===== src/core/ctm_regs.vh =====
`ifndef CTM_REGS_VH
`define CTM_REGS_VH

// Register byte addresses on the bus.
`define CTM_ADDR_RELOAD 32'hffff0380
`define CTM_ADDR_LIVE 32'hffff0384
`define CTM_ADDR_CONFIG 32'hffff0388
`define CTM_ADDR_CLEAR 32'hffff038c
`define CTM_ADDR_CAPTURE 32'hffff0390
`define CTM_ADDR_STATUS 32'hffff0394
`define CTM_ADDR_MASK 32'hffff0398

// Reset values.
`define CTM_RST_RELOAD 16'h0000
`define CTM_RST_LIVE 16'hffff
`define CTM_RST_CONFIG 32'h00000000
`define CTM_RST_CAPTURE 16'h0000

// Configuration field positions.
`define CTM_CFG_PRESC_LO 0
`define CTM_CFG_PRESC_HI 3
`define CTM_CFG_PERIODIC 6
`define CTM_CFG_ENABLE 7
`define CTM_CFG_COUNT_UP 8
`define CTM_CFG_CLK_SEL 9
`define CTM_CFG_EVSEL_LO 12
`define CTM_CFG_EVSEL_HI 16
`define CTM_CFG_CAPT_EN 17
// Writable bits of the configuration register; the rest read zero.
`define CTM_CFG_WMASK 32'h0003f3cf

// Prescaler codes and their last count values.
`define CTM_PRE_DIV1 4'h0
`define CTM_PRE_DIV16 4'h4
`define CTM_PRE_DIV256 4'h8
`define CTM_PRE_DIV32768 4'hf
`define CTM_PRE_LAST16 15'h000f
`define CTM_PRE_LAST256 15'h00ff
`define CTM_PRE_LAST32768 15'h7fff

// Interrupt status bit positions.
`define CTM_ST_TIMEOUT 0
`define CTM_ST_CAPTURE 1

// Number of selectable interrupt sources for capture.
`define CTM_EVENT_COUNT 18

`endif


===== src/core/ctm_prescaler.v =====
`timescale 1ns/1ps
`include "ctm_regs.vh"

module ctm_prescaler #(
  parameter CNT_W = 15
) (
  input wire ref_clk, // Core clock.
  input wire srst, // Synchronous reset, active high.
  input wire run, // Counter enabled; low holds the divider at zero.
  input wire srcTick, // One pulse per source clock period.
  input wire [3:0] preSel, // Prescaler code.
  output wire divTick // One pulse per divided period.
);

  reg [CNT_W-1:0] divCount_reg;
  reg [CNT_W-1:0] divCount_next;
  wire [CNT_W-1:0] lastCount;
  wire atLast;

  // Map a prescaler code to the last value of the divider.
  function [CNT_W-1:0] ctmDivLast;
    input [3:0] code;
    begin
      case (code)
        `CTM_PRE_DIV16: ctmDivLast = `CTM_PRE_LAST16;
        `CTM_PRE_DIV256: ctmDivLast = `CTM_PRE_LAST256;
        `CTM_PRE_DIV32768: ctmDivLast = `CTM_PRE_LAST32768;
        default: ctmDivLast = {CNT_W{1'b0}};
      endcase
    end
  endfunction

  assign lastCount = ctmDivLast(preSel);
  // Compare with >= so a code change mid-period cannot strand the divider.
  assign atLast = (divCount_reg >= lastCount);
  assign divTick = run & srcTick & atLast;

  // Divider count advances on each source tick.
  always @* begin
    divCount_next = divCount_reg;
    if (!run) begin
      divCount_next = {CNT_W{1'b0}};
    end else if (srcTick) begin
      if (atLast) begin
        divCount_next = {CNT_W{1'b0}};
      end else begin
        divCount_next = divCount_reg + {{(CNT_W-1){1'b0}}, 1'b1};
      end
    end
  end

  // Divider state register.
  always @(posedge ref_clk) begin
    if (srst) begin
      divCount_reg <= {CNT_W{1'b0}};
    end else begin
      divCount_reg <= divCount_next;
    end
  end

endmodule // ctm_prescaler


===== src/core/ctm_event_edge.v =====
`timescale 1ns/1ps
`include "ctm_regs.vh"

module ctm_event_edge #(
  parameter N = `CTM_EVENT_COUNT,
  parameter SEL_W = 5
) (
  input wire ref_clk, // Core clock.
  input wire srst, // Synchronous reset, active high.
  input wire [N-1:0] sources, // Interrupt source levels.
  input wire [SEL_W-1:0] sel, // Selected source number.
  input wire armed, // Capture enabled.
  output wire hit // One-cycle pulse on a first assertion.
);

  // Highest valid source number, cut to the select width on purpose.
  localparam [31:0] LAST_FULL = N - 1;
  localparam [SEL_W-1:0] LAST_SEL = LAST_FULL[SEL_W-1:0];

  reg [N-1:0] prev_reg;
  wire [N-1:0] rise;

  // Rising edge of every source, so only the initial assertion counts.
  genvar i;
  generate
    for (i = 0; i < N; i = i + 1) begin : g_rise
      assign rise[i] = sources[i] & ~prev_reg[i];
    end
  endgenerate

  assign hit = armed && (sel <= LAST_SEL) && rise[sel];

  // Previous levels of all sources.
  always @(posedge ref_clk) begin
    if (srst) begin
      prev_reg <= {N{1'b0}};
    end else begin
      prev_reg <= sources;
    end
  end

endmodule // ctm_event_edge


===== src/core/ctm_capture_timer.v =====
// Behaviour
// - 16-bit counter, bit 8 up, else down
// - Bit 7 enables counting, default off
// - Bit 6 periodic, clear free running
// - Bit 9 selects core or 32 kHz
// - Prescaler code divides by 1/16/256/32768
// - First event edge copies count, keeps running
// - Capture only while bit 17 set
// - Bits 16:12 pick source 0 to 17
// - Any clear-register write clears timeout flag
// - Live count readable, resets to ffff
// - Reload register read/write, resets zero
// - Output pulse paces serial test interface
`timescale 1ns/1ps
`include "ctm_regs.vh"

module ctm_capture_timer #(
  parameter EV_N = `CTM_EVENT_COUNT
) (
  input wire ref_clk, // Core clock, 200 MHz.
  input wire srst, // Synchronous reset, active high.
  input wire [31:0] wb_adr_i, // Bus byte address.
  input wire [31:0] wb_dat_i, // Bus write data.
  output wire [31:0] wb_dat_o, // Bus read data.
  input wire wb_we_i, // Write strobe.
  input wire [3:0] wb_sel_i, // Byte lane selects.
  input wire wb_cyc_i, // Bus cycle.
  input wire wb_stb_i, // Bus strobe.
  output wire wb_ack_o, // Bus acknowledge.
  input wire lowPowerOsc, // 32.768 kHz oscillator level.
  input wire [EV_N-1:0] irqSources, // Interrupt sources for capture.
  output wire serialTestTick, // Pacing pulse for serial test interface.
  output wire timerIrq // Interrupt, active high level.
);

  ////////////////////////////////////////////////////////////////////////////
  // Declarations.

  reg ack_reg;
  reg [31:0] rdData_reg;
  reg [31:0] rdData_next;
  reg [15:0] reload_reg;
  reg [15:0] reload_next;
  reg [15:0] live_reg;
  reg [15:0] live_next;
  reg [31:0] config_reg;
  reg [31:0] config_next;
  reg [15:0] capture_reg;
  reg [15:0] capture_next;
  reg [1:0] status_reg;
  reg [1:0] status_next;
  reg [1:0] mask_reg;
  reg [1:0] mask_next;
  reg oscPrev_reg;
  reg stiTick_reg;
  reg expire;
  reg [31:0] reloadMerged;
  wire request;
  wire writeNow;
  wire oscRise;
  wire srcTick;
  wire countTick;
  wire captureHit;
  wire countUp;
  wire countRun;
  wire periodic;
  wire [1:0] events;
  wire [1:0] w1cBits;
  wire clearStrobe;
  wire hitReload;
  wire hitConfig;
  wire hitMask;
  wire hitClear;
  wire hitStatus;

  ////////////////////////////////////////////////////////////////////////////
  // Helper functions.

  // Merge write data into a word under byte lane selects.
  function [31:0] ctmMerge;
    input [31:0] oldVal;
    input [31:0] newVal;
    input [3:0] lanes;
    integer b;
    begin
      ctmMerge = oldVal;
      for (b = 0; b < 4; b = b + 1) begin
        if (lanes[b]) begin
          ctmMerge[b*8 +: 8] = newVal[b*8 +: 8];
        end
      end
    end
  endfunction

  // True when a write of the current request hits the given address.
  // Everything it reads is an argument, so a caller sees every change.
  function ctmWriteHit;
    input wrReq;
    input [31:0] busAdr;
    input [31:0] addr;
    begin
      ctmWriteHit = wrReq && (busAdr == addr);
    end
  endfunction

  ////////////////////////////////////////////////////////////////////////////
  // Bus slave handshake.

  // A request is answered one cycle after it is seen; ack then drops for a
  // cycle, so back-to-back requests each get exactly one ack.
  assign request = wb_cyc_i & wb_stb_i;
  // Writes land on the edge where the master samples ack.
  assign writeNow = request & wb_we_i & ack_reg;
  assign wb_ack_o = ack_reg;
  assign wb_dat_o = rdData_reg;

  // Register write decodes, each shared by the processes that need it.
  assign hitReload = ctmWriteHit(writeNow, wb_adr_i, `CTM_ADDR_RELOAD);
  assign hitConfig = ctmWriteHit(writeNow, wb_adr_i, `CTM_ADDR_CONFIG);
  assign hitMask = ctmWriteHit(writeNow, wb_adr_i, `CTM_ADDR_MASK);
  assign hitClear = ctmWriteHit(writeNow, wb_adr_i, `CTM_ADDR_CLEAR);
  assign hitStatus = ctmWriteHit(writeNow, wb_adr_i, `CTM_ADDR_STATUS);

  // Read data is sampled with the request; unmapped reads return zero.
  // Write-only addresses read zero too, so no stale word leaks out.
  always @* begin
    rdData_next = rdData_reg;
    if (request && !ack_reg) begin
      case (wb_adr_i)
        `CTM_ADDR_RELOAD: rdData_next = {16'h0000, reload_reg};
        `CTM_ADDR_LIVE: rdData_next = {16'h0000, live_reg};
        `CTM_ADDR_CONFIG: rdData_next = config_reg;
        `CTM_ADDR_CAPTURE: rdData_next = {16'h0000, capture_reg};
        `CTM_ADDR_STATUS: rdData_next = {30'h0, status_reg};
        `CTM_ADDR_MASK: rdData_next = {30'h0, mask_reg};
        default: rdData_next = 32'h00000000;
      endcase
    end
  end

  // Acknowledge and read data registers.
  always @(posedge ref_clk) begin
    if (srst) begin
      ack_reg <= 1'b0;
      rdData_reg <= 32'h00000000;
    end else begin
      ack_reg <= request & ~ack_reg;
      rdData_reg <= rdData_next;
    end
  end

  ////////////////////////////////////////////////////////////////////////////
  // Software-written registers.

  // Reload, configuration and mask registers take byte-lane writes.
  always @* begin
    reload_next = reload_reg;
    config_next = config_reg;
    mask_next = mask_reg;
    // The merge is 32 bits wide; only its low half belongs to the register.
    reloadMerged = ctmMerge({16'h0000, reload_reg}, wb_dat_i, wb_sel_i);
    if (hitReload) begin
      reload_next = reloadMerged[15:0];
    end
    // Reserved configuration bits are forced low so they read zero.
    if (hitConfig) begin
      config_next = ctmMerge(config_reg, wb_dat_i, wb_sel_i) &
        `CTM_CFG_WMASK;
    end
    if (hitMask && wb_sel_i[0]) begin
      mask_next = wb_dat_i[1:0];
    end
  end

  // Register storage for software controls.
  always @(posedge ref_clk) begin
    if (srst) begin
      reload_reg <= `CTM_RST_RELOAD;
      config_reg <= `CTM_RST_CONFIG;
      mask_reg <= 2'h0;
    end else begin
      reload_reg <= reload_next;
      config_reg <= config_next;
      mask_reg <= mask_next;
    end
  end

  ////////////////////////////////////////////////////////////////////////////
  // Count source and prescaler.

  // source clock select
  // The oscillator pin is taken as synchronous, so its rising edge is
  // detected directly; each edge is one source period.
  assign oscRise = lowPowerOsc & ~oscPrev_reg;
  assign srcTick = config_reg[`CTM_CFG_CLK_SEL] ? oscRise : 1'b1;
  // enable gating
  // Disabling also restarts the prescaler, so each run starts afresh.
  assign countRun = config_reg[`CTM_CFG_ENABLE];
  assign countUp = config_reg[`CTM_CFG_COUNT_UP];
  assign periodic = config_reg[`CTM_CFG_PERIODIC];

  // Oscillator edge detector.
  always @(posedge ref_clk) begin
    if (srst) begin
      oscPrev_reg <= 1'b0;
    end else begin
      oscPrev_reg <= lowPowerOsc;
    end
  end

  ctm_prescaler #(
    .CNT_W(15)
  ) ctm_prescaler_inst (
    .ref_clk(ref_clk),
    .srst(srst),
    .run(countRun),
    .srcTick(srcTick),
    .preSel(config_reg[`CTM_CFG_PRESC_HI:`CTM_CFG_PRESC_LO]),
    .divTick(countTick)
  );

  ////////////////////////////////////////////////////////////////////////////
  // Counter.

  // A write to the reload register also loads the counter; that write
  // wins over a tick in the same cycle, so software sees its value.
  always @* begin
    live_next = live_reg;
    expire = 1'b0;
    if (hitReload) begin
      live_next = reload_next;
    end else if (countTick) begin
      if (countUp) begin
        expire = (live_reg == 16'hffff);
        live_next = live_reg + 16'h0001;
      end else begin
        expire = (live_reg == 16'h0000);
        live_next = live_reg - 16'h0001;
      end
      if (expire && periodic) begin
        live_next = reload_reg;
      end
    end
  end

  // Counter register.
  always @(posedge ref_clk) begin
    if (srst) begin
      live_reg <= `CTM_RST_LIVE;
    end else begin
      live_reg <= live_next;
    end
  end

  // serial test pacing
  // Registered so the peripheral sees a clean one-cycle pulse per expiry.
  always @(posedge ref_clk) begin
    if (srst) begin
      stiTick_reg <= 1'b0;
    end else begin
      stiTick_reg <= expire;
    end
  end

  assign serialTestTick = stiTick_reg;

  ////////////////////////////////////////////////////////////////////////////
  // Event capture.

  ctm_event_edge #(
    .N(EV_N),
    .SEL_W(5)
  ) ctm_event_edge_inst (
    .ref_clk(ref_clk),
    .srst(srst),
    .sources(irqSources),
    .sel(config_reg[`CTM_CFG_EVSEL_HI:`CTM_CFG_EVSEL_LO]),
    .armed(config_reg[`CTM_CFG_CAPT_EN]),
    .hit(captureHit)
  );

  // capture live count
  // The counter itself is untouched, so timing keeps running.
  always @* begin
    capture_next = capture_reg;
    if (captureHit) begin
      capture_next = live_reg;
    end
  end

  // Capture register.
  always @(posedge ref_clk) begin
    if (srst) begin
      capture_reg <= `CTM_RST_CAPTURE;
    end else begin
      capture_reg <= capture_next;
    end
  end

  ////////////////////////////////////////////////////////////////////////////
  // Interrupt status.

  assign events = {captureHit, expire};
  // any write clears
  // Data and lanes are ignored: any write to the strobe clears timeout.
  assign clearStrobe = hitClear;
  // A status write with lane 0 low leaves both flags alone.
  assign w1cBits = (hitStatus && wb_sel_i[0]) ? wb_dat_i[1:0] : 2'h0;

  // sticky timeout flag
  // Clears first and sets last, so an event in the clearing cycle survives.
  always @* begin
    status_next = status_reg & ~w1cBits;
    if (clearStrobe) begin
      status_next[`CTM_ST_TIMEOUT] = 1'b0;
    end
    status_next = status_next | events;
  end

  // Status register.
  always @(posedge ref_clk) begin
    if (srst) begin
      status_reg <= 2'h0;
    end else begin
      status_reg <= status_next;
    end
  end

  // Level interrupt while any unmasked status bit is set.
  // The mask resets to zero, so software unmasks before it sees a timeout.
  assign timerIrq = |(status_reg & mask_reg);

endmodule // ctm_capture_timer


===== config.mk =====
export PLATFORM = sky130hd
export DESIGN_NAME = ctm_capture_timer
export DESIGN_NICKNAME = d
export VERILOG_FILES = /design/src/core/ctm_prescaler.v /design/src/core/ctm_event_edge.v /design/src/core/ctm_capture_timer.v
export VERILOG_INCLUDE_DIRS = /design/src /design/src/core
export SDC_FILE = /design/constraint.sdc
export NUM_CORES = 1
export LEC_CHECK = 0
export BUFFER_PORTS_ARGS = -buffer_cell sky130_fd_sc_hd__buf_2
export CORE_MARGIN = 1
export CORE_UTILIZATION = 33
export DETAILED_ROUTE_END_ITERATION = 10
export PLACE_DENSITY = 0.61
export SKIP_LAST_GASP = 1
export SLEW_MARGIN = 40
export SYNTH_ARGS = -nofsm -noshare
export SYNTH_HDL_FRONTEND = slang
export SYNTH_HIERARCHICAL = 1
export SYNTH_SLANG_ARGS = --single-unit

===== constraint.sdc =====
create_clock -name ref_clk -period 4.6 [get_ports ref_clk]
set_input_delay 0.23 -clock ref_clk [delete_from_list [all_inputs] [get_ports ref_clk]]
set_output_delay 0.23 -clock ref_clk [all_outputs]
set_load 0.01 [all_outputs]

## Word level (Yosys, flattened, before mapping)

Cells that the tools add are included.

- Add/subtract/negate cells: 3
- Magnitude comparators: 3
- Eq/ne operators: 11
- Mux-type cells: 20
- Bitwise logic cells: 50
- Reductions and logical operators: 19

Operator list:

| kind | number |
|---|---|
| equality test 32 bit, second input constant | 7 |
| case mux 18 bit (6 select lines) | 1 |
| 2-to-1 mux 16 bit | 5 |
| case mux 15 bit (3 select lines) | 1 |
| bitwise AND 1 bit | 25 |
| inverter 1 bit | 21 |
| adder 16 x 1 -> 16 bit, second input constant | 1 |
| equality test 16 bit, second input constant | 1 |
| logical NOT 16 bit | 1 |
| 2-to-1 mux 8 bit | 2 |
| subtractor 16 x 1 -> 16 bit, second input constant | 1 |
| adder 15 x 1 -> 15 bit, second input constant | 1 |
| >= comparator 15 bit | 1 |
| 2-to-1 mux 15 bit | 1 |
| logical AND 1 bit | 11 |
| equality test 4 bit, second input constant | 2 |
| 2-to-1 mux 1 bit | 8 |
| < comparator 5 x 6 -> 1 bit, second input constant | 1 |
| AND reduction 2 bit | 3 |
| binary-select mux 1 bit (select 5 bit) | 1 |
| <= comparator 5 bit, second input constant | 1 |
| bitwise AND 2 bit | 2 |
| equality test 4 x 3 -> 1 bit, second input constant | 1 |
| OR reduction 2 bit | 2 |
| 5 further kinds | 5 |

- Bits in registers: 134
- Input bits: 92
- Output and inout port bits: 35
- Logic and storage cells: 120

## Longest topological paths before layout

- Word-level depth: 11
- Depth in mapped cells: 15
- Depth with buffers taken out: 14

## Hierarchy

Netlist, hierarchy kept.

Modules (own cells, without submodules):

| module | times used | cells each | area an instance (um^2) |
|---|---|---|---|
| ctm_capture_timer | 1 | 605 | 5178.7 |
| ctm_prescaler | 1 | 121 | 1107.3 |
| ctm_event_edge | 1 | 76 | 750.7 |

## Worst setup path after synthesis

OpenSTA, ideal clock, no wires.

- Path kind: register -> register
- Start point: register config_reg[2]
- End point: register live_reg[11]
- Library setup time: 133 ps
- Arrival time: 2890 ps
- Required time: 4467 ps
- Setup slack: 1577 ps
- Cell stages (with the launch flop): 15
- Path buffers: 1
- Clock period less this slack: 3023 ps
- Cells stage by stage: dfxtp_1 nand4_1 o31ai_1 inv_1 ha_1 nand3_1 nor4_2 a2111oi_2 a21boi_2 and2_2 inv_1 clkbuf_1 nor2_1 nand2_1 o211ai_1

- Word-level cells in the longest chain between the ends: 5
- Elaborated cells between the ends (all ways): 7
- Classes of those cells: order compare: 1; eq/ne: 3; mux: 1; bitwise: 1; reduce/logical: 1

RTL lines:

| what | line | RTL |
|---|---|---|
| start, declared | ctm_capture_timer.v:46 | `reg [31:0] config_reg;` |
| start signal, assigned | ctm_capture_timer.v:179 | `` config_reg <= `CTM_RST_CONFIG; `` |
| start signal, assigned | ctm_capture_timer.v:183 | `config_reg <= config_next;` |
| equality test 4 bit / equality test 4 x 3 -> 1 bit (equally long branches) | ctm_prescaler.v:24 | `case (code)` |
| case mux 15 bit (3 select lines) * | ctm_prescaler.v:24 |  |
| >= comparator 15 bit * | ctm_prescaler.v:35 | `assign atLast = (divCount_reg >= lastCount);` |
| bitwise AND 1 bit * | ctm_prescaler.v:36 | `assign divTick = run & srcTick & atLast;` |
| via countTick | ctm_capture_timer.v:62 | `wire countTick;` |
| nonzero test 2 bit (no source line) * | - |  |
| end signal, assigned | ctm_capture_timer.v:249 | `` live_reg <= `CTM_RST_LIVE; `` |
| end signal, assigned | ctm_capture_timer.v:251 | `live_reg <= live_next;` |
| end, declared | ctm_capture_timer.v:44 | `reg [15:0] live_reg;` |

Mark *: on every way through the listed nets, which the timed path passes. The rest lies on a longest branch.
A chain may end at the register's enable or synchronous reset.

## Worst setup path in the final report

- Start point: register config_reg[2]
- End point: register live_reg[12]

Same word-level chain as after synthesis.

==> impl_results.md <==
* First-pass GRT wire length at 31,800 um
* Mapped Cells at 802
* Die Height at 148 um
* PostCTS Resize Cnt at 0
* Setup slack after layout at approximately 1.2 ns
* Most frequent cells in the layout: 120 x dfxtp_1, 97 x buf_2, 71 x nor2_1
* Worst Setup Start Kind: register
* Largest family of logic cells by synthesized area: simple AND/OR/NAND/NOR gates
* Reg-to-reg critical path endpoint: live_reg[12]
* Final Setup Violations at 0
* Skew final at just over 0.01 ns
* Sequential-to-total area share from yosys stat at around a third
* Hold depth at 2
* Hold_sp: irqSources[12]
* Hold Vio Cnt, Final at 0
* Crit path DAT at around 3.7 ns
* Vias in the first global route at approximately 6.0k
* Hold Buf Count CTS at 0
* Die X at 148 um
* Synth Area per Inst at 8.77 um2
* Hold Path Sink: ctm_event_edge_inst/prev_reg[12]
* DRT iter0 DRCs at 384
* Latest clock arrival within the worst-skew pair at approximately 0.42 ns
* Fmax at roughly 0.29 GHz
* GRT Total Usage at between 10% and 20%
* Register bit total from synthesis at between 100 and 150
* CTS tree: yes
* Core area at 0.0210 mm2
* Power share of the combinational group at 5.0%
* Clock period minus final worst setup slack at approximately 3.4 ns
* Crit. End Element: register
* Setup crit start: config_reg[2]
* Max_cap viols at 0
* Num rows at 53
* Crit path max fanout at 11
* Ant diodes at 0
* Sw power at ~550 uW
* WP data required at 4.89 ns
* Post-synthesis simple-gate area fraction at roughly 24%
* Vias at between 6k and 7k
* Per-cell routed wire length at approximately 17 um
* Largest net degree at the start of global routing at 57
* Remaining Overflow, GRT at 0
* I/O Buffers at between 90 and 100
* Layout net count at 1,012
* Initial antenna violation count at 1
* P_leak at between 0.003 and 0.004 uW
* HP Class: input port to register
* Clock Sinks at 120
* Placed Cells at 1,145
* Clock buffer depth at 2
* Worst reg-to-reg setup slack at 1.15 ns
* Gpl congestion at roughly 0.85
* Most used DFF post-synth: dfxtp_1
* Sw frac at between 20% and 30%
* Post-DP HPWL at approximately 15,000 um
* Area grow syn2layout at 18.4%
* Setup TNS at 0 ns
* Status: complete, no violations
* Layout cells sized above 1 at between 20% and 30%
* Pre-Repair DR Iteration Count at 5
* Initial Util at roughly a third
* Post-synth EDFFs at 0
* Final non-filler cell area at about 0.0083 mm2
* Pwr Density at around 300 mW/mm2
* Part of the power in registers at between 40% and 50%
* Top Ports at ~130
* DRC viols at 0
* Synth warn at 6
* Die area at 0.0219 mm2
* Area contributors post-synth: dfxtp_1 34%, mux2i_1 7.7%, ha_1 5.3%
* Post-CTS setup buffer count at 0
* Post-synthesis compound-gate area fraction at between 15 and 20%
* RSZ-0062 raised after global routing: false
* WL final at between 15,000 and 20,000 um
* Ys async rst share at 0%
* Unique cell type count in the Yosys netlist at ~80
* DRT antenna net count at 0
* Worst-path clk slew at about 0.060 ns
* DP Worst Slack at about 1.2 ns
* Synth area leader: dfxtp_1
* Rel. slew slack at 43.4%
* Most common cell after layout, fill and taps aside: dfxtp_1
* Post-synthesis mux area share at a little over a tenth
* Worst-margin pin slew at about 0.84 ns
* Final worst-path cycle share at around three quarters
* Synth Cell Area at just over 0.007 mm2
* Post-synth top area share at approximately 34%
* Worst r2r src: config_reg[2]
* Peak supply drop at roughly 0.28 mV
* Max-slew violation count at 0
* Placed Area at about 0.0077 mm2
* Via density at ~5.4
* Synth Area in Adders at approximately 5.6%
* TritonCTS buffer count at 17
* Clock share of power at 53.3%
* Internal power at 1970 uW
* XOR/XNOR Fraction of Synth Area at 2.99%
* H-tree depth at 4
* Root Buffer: clkbuf_16
* Final non-filler cell total at approximately 1.2k
* FF-to-FF path depth at 13
* Kind of critical path: register to register
-- area by class of cell --
class	count	area, um2
inverters	21	78.8
clock inverters	10	125
multi-input cells	623	4360
well taps	275	344
repair buffers	106	553
flip-flops and latches	120	2400
clock buffers	22	464
fillers	2135	12600
-- synth_stat cells, types with 5 or more instances --
cell type  instances
a211o_1            7
nor3_2            11
buf_2              8
nor3b_1            6
a22o_1             5
xor2_1             9
clkbuf_1          24
a211oi_1          11
xnor2_1           15
nor3_1            17
and3_1             7
a22oi_1           16
dfxtp_1          120
a31oi_1            5
buf_4             15
nand4_1           19
inv_1             21
nand2b_1          12
nor2b_1           29
nand3_1           30
nor4_1             7
a21oi_1           41
ha_1              30
nand3b_1           6
nand2_1           59
or2_2              6
o21ai_0           21
mux2_2            20
nor2_1            71
o211ai_1          18
a31o_2             5
mux2i_1           54
or3_1              6
-- power by group through the flow --
stage	sequential, uW	clock, uW	combinational [uW]
floorplan	1070	0	71.7
global placement	1070	0	124
detailed placement	1070	0	125
CTS	1050	1370	126
global route	1050	1410	136
finish	1050	1340	125
-- worst max-delay path, stage by stage, from the launching register on --
cell       delay (ns)
dfxtp_1          0.44
nand4_1          0.36
o31ai_1          0.23
inv_1            0.13
ha_1             0.32
nand3_1          0.11
nor4_2           0.05
a2111oi_2        0.44
a21boi_2         0.12
and2_2           0.22
inv_1            0.33
nor2_1           0.22
nand2_1          0.21
o211ai_1         0.13
-- through the flow --
stage               util, %  power, uW  hold slack, ns
detailed placement     36.9       1200           0.444
CTS                    39.7       2540          0.0235
finish                 39.8       2520          0.0376
global route           39.8       2600          0.0402
floorplan                 -       1150           0.302
global placement       36.9       1200           0.442
-- worst max-delay path by stage --
stage	endpoint	slack, ns
after CTS	live_reg[15]	1.16
final	live_reg[12]	1.15
after global routing	live_reg[12]	0.74
after floorplan	live_reg[11]	1.58
after detailed placement	live_reg[12]	1.17
after global placement	live_reg[9]	1.24
-- layer usage --
| layer | part of all wire (%) | GRT usage, % | vias up |
|---|---|---|---|
| met3 | 5.0 | 3.52 | 33 |
| li1 | - | - | 3115 |
| met4 | 2.3 | 7.73 | 0 |
| met5 | 0 | 0 | - |
| met1 | 45 | 23.7 | 2989 |
| met2 | 47 | 30.4 | 174 |
-- cells by family after synthesis --
kind of cell	Yosys count
multiplexers	74
flip-flops	120
XOR/XNOR	24
other	1
AO/OA/AOI/OAI	170
AND/OR/NAND/NOR	310
adder cells (fa/ha/maj)	31
buffers and inverters	72
No activity file was read; power rests on OpenSTA's default activity.
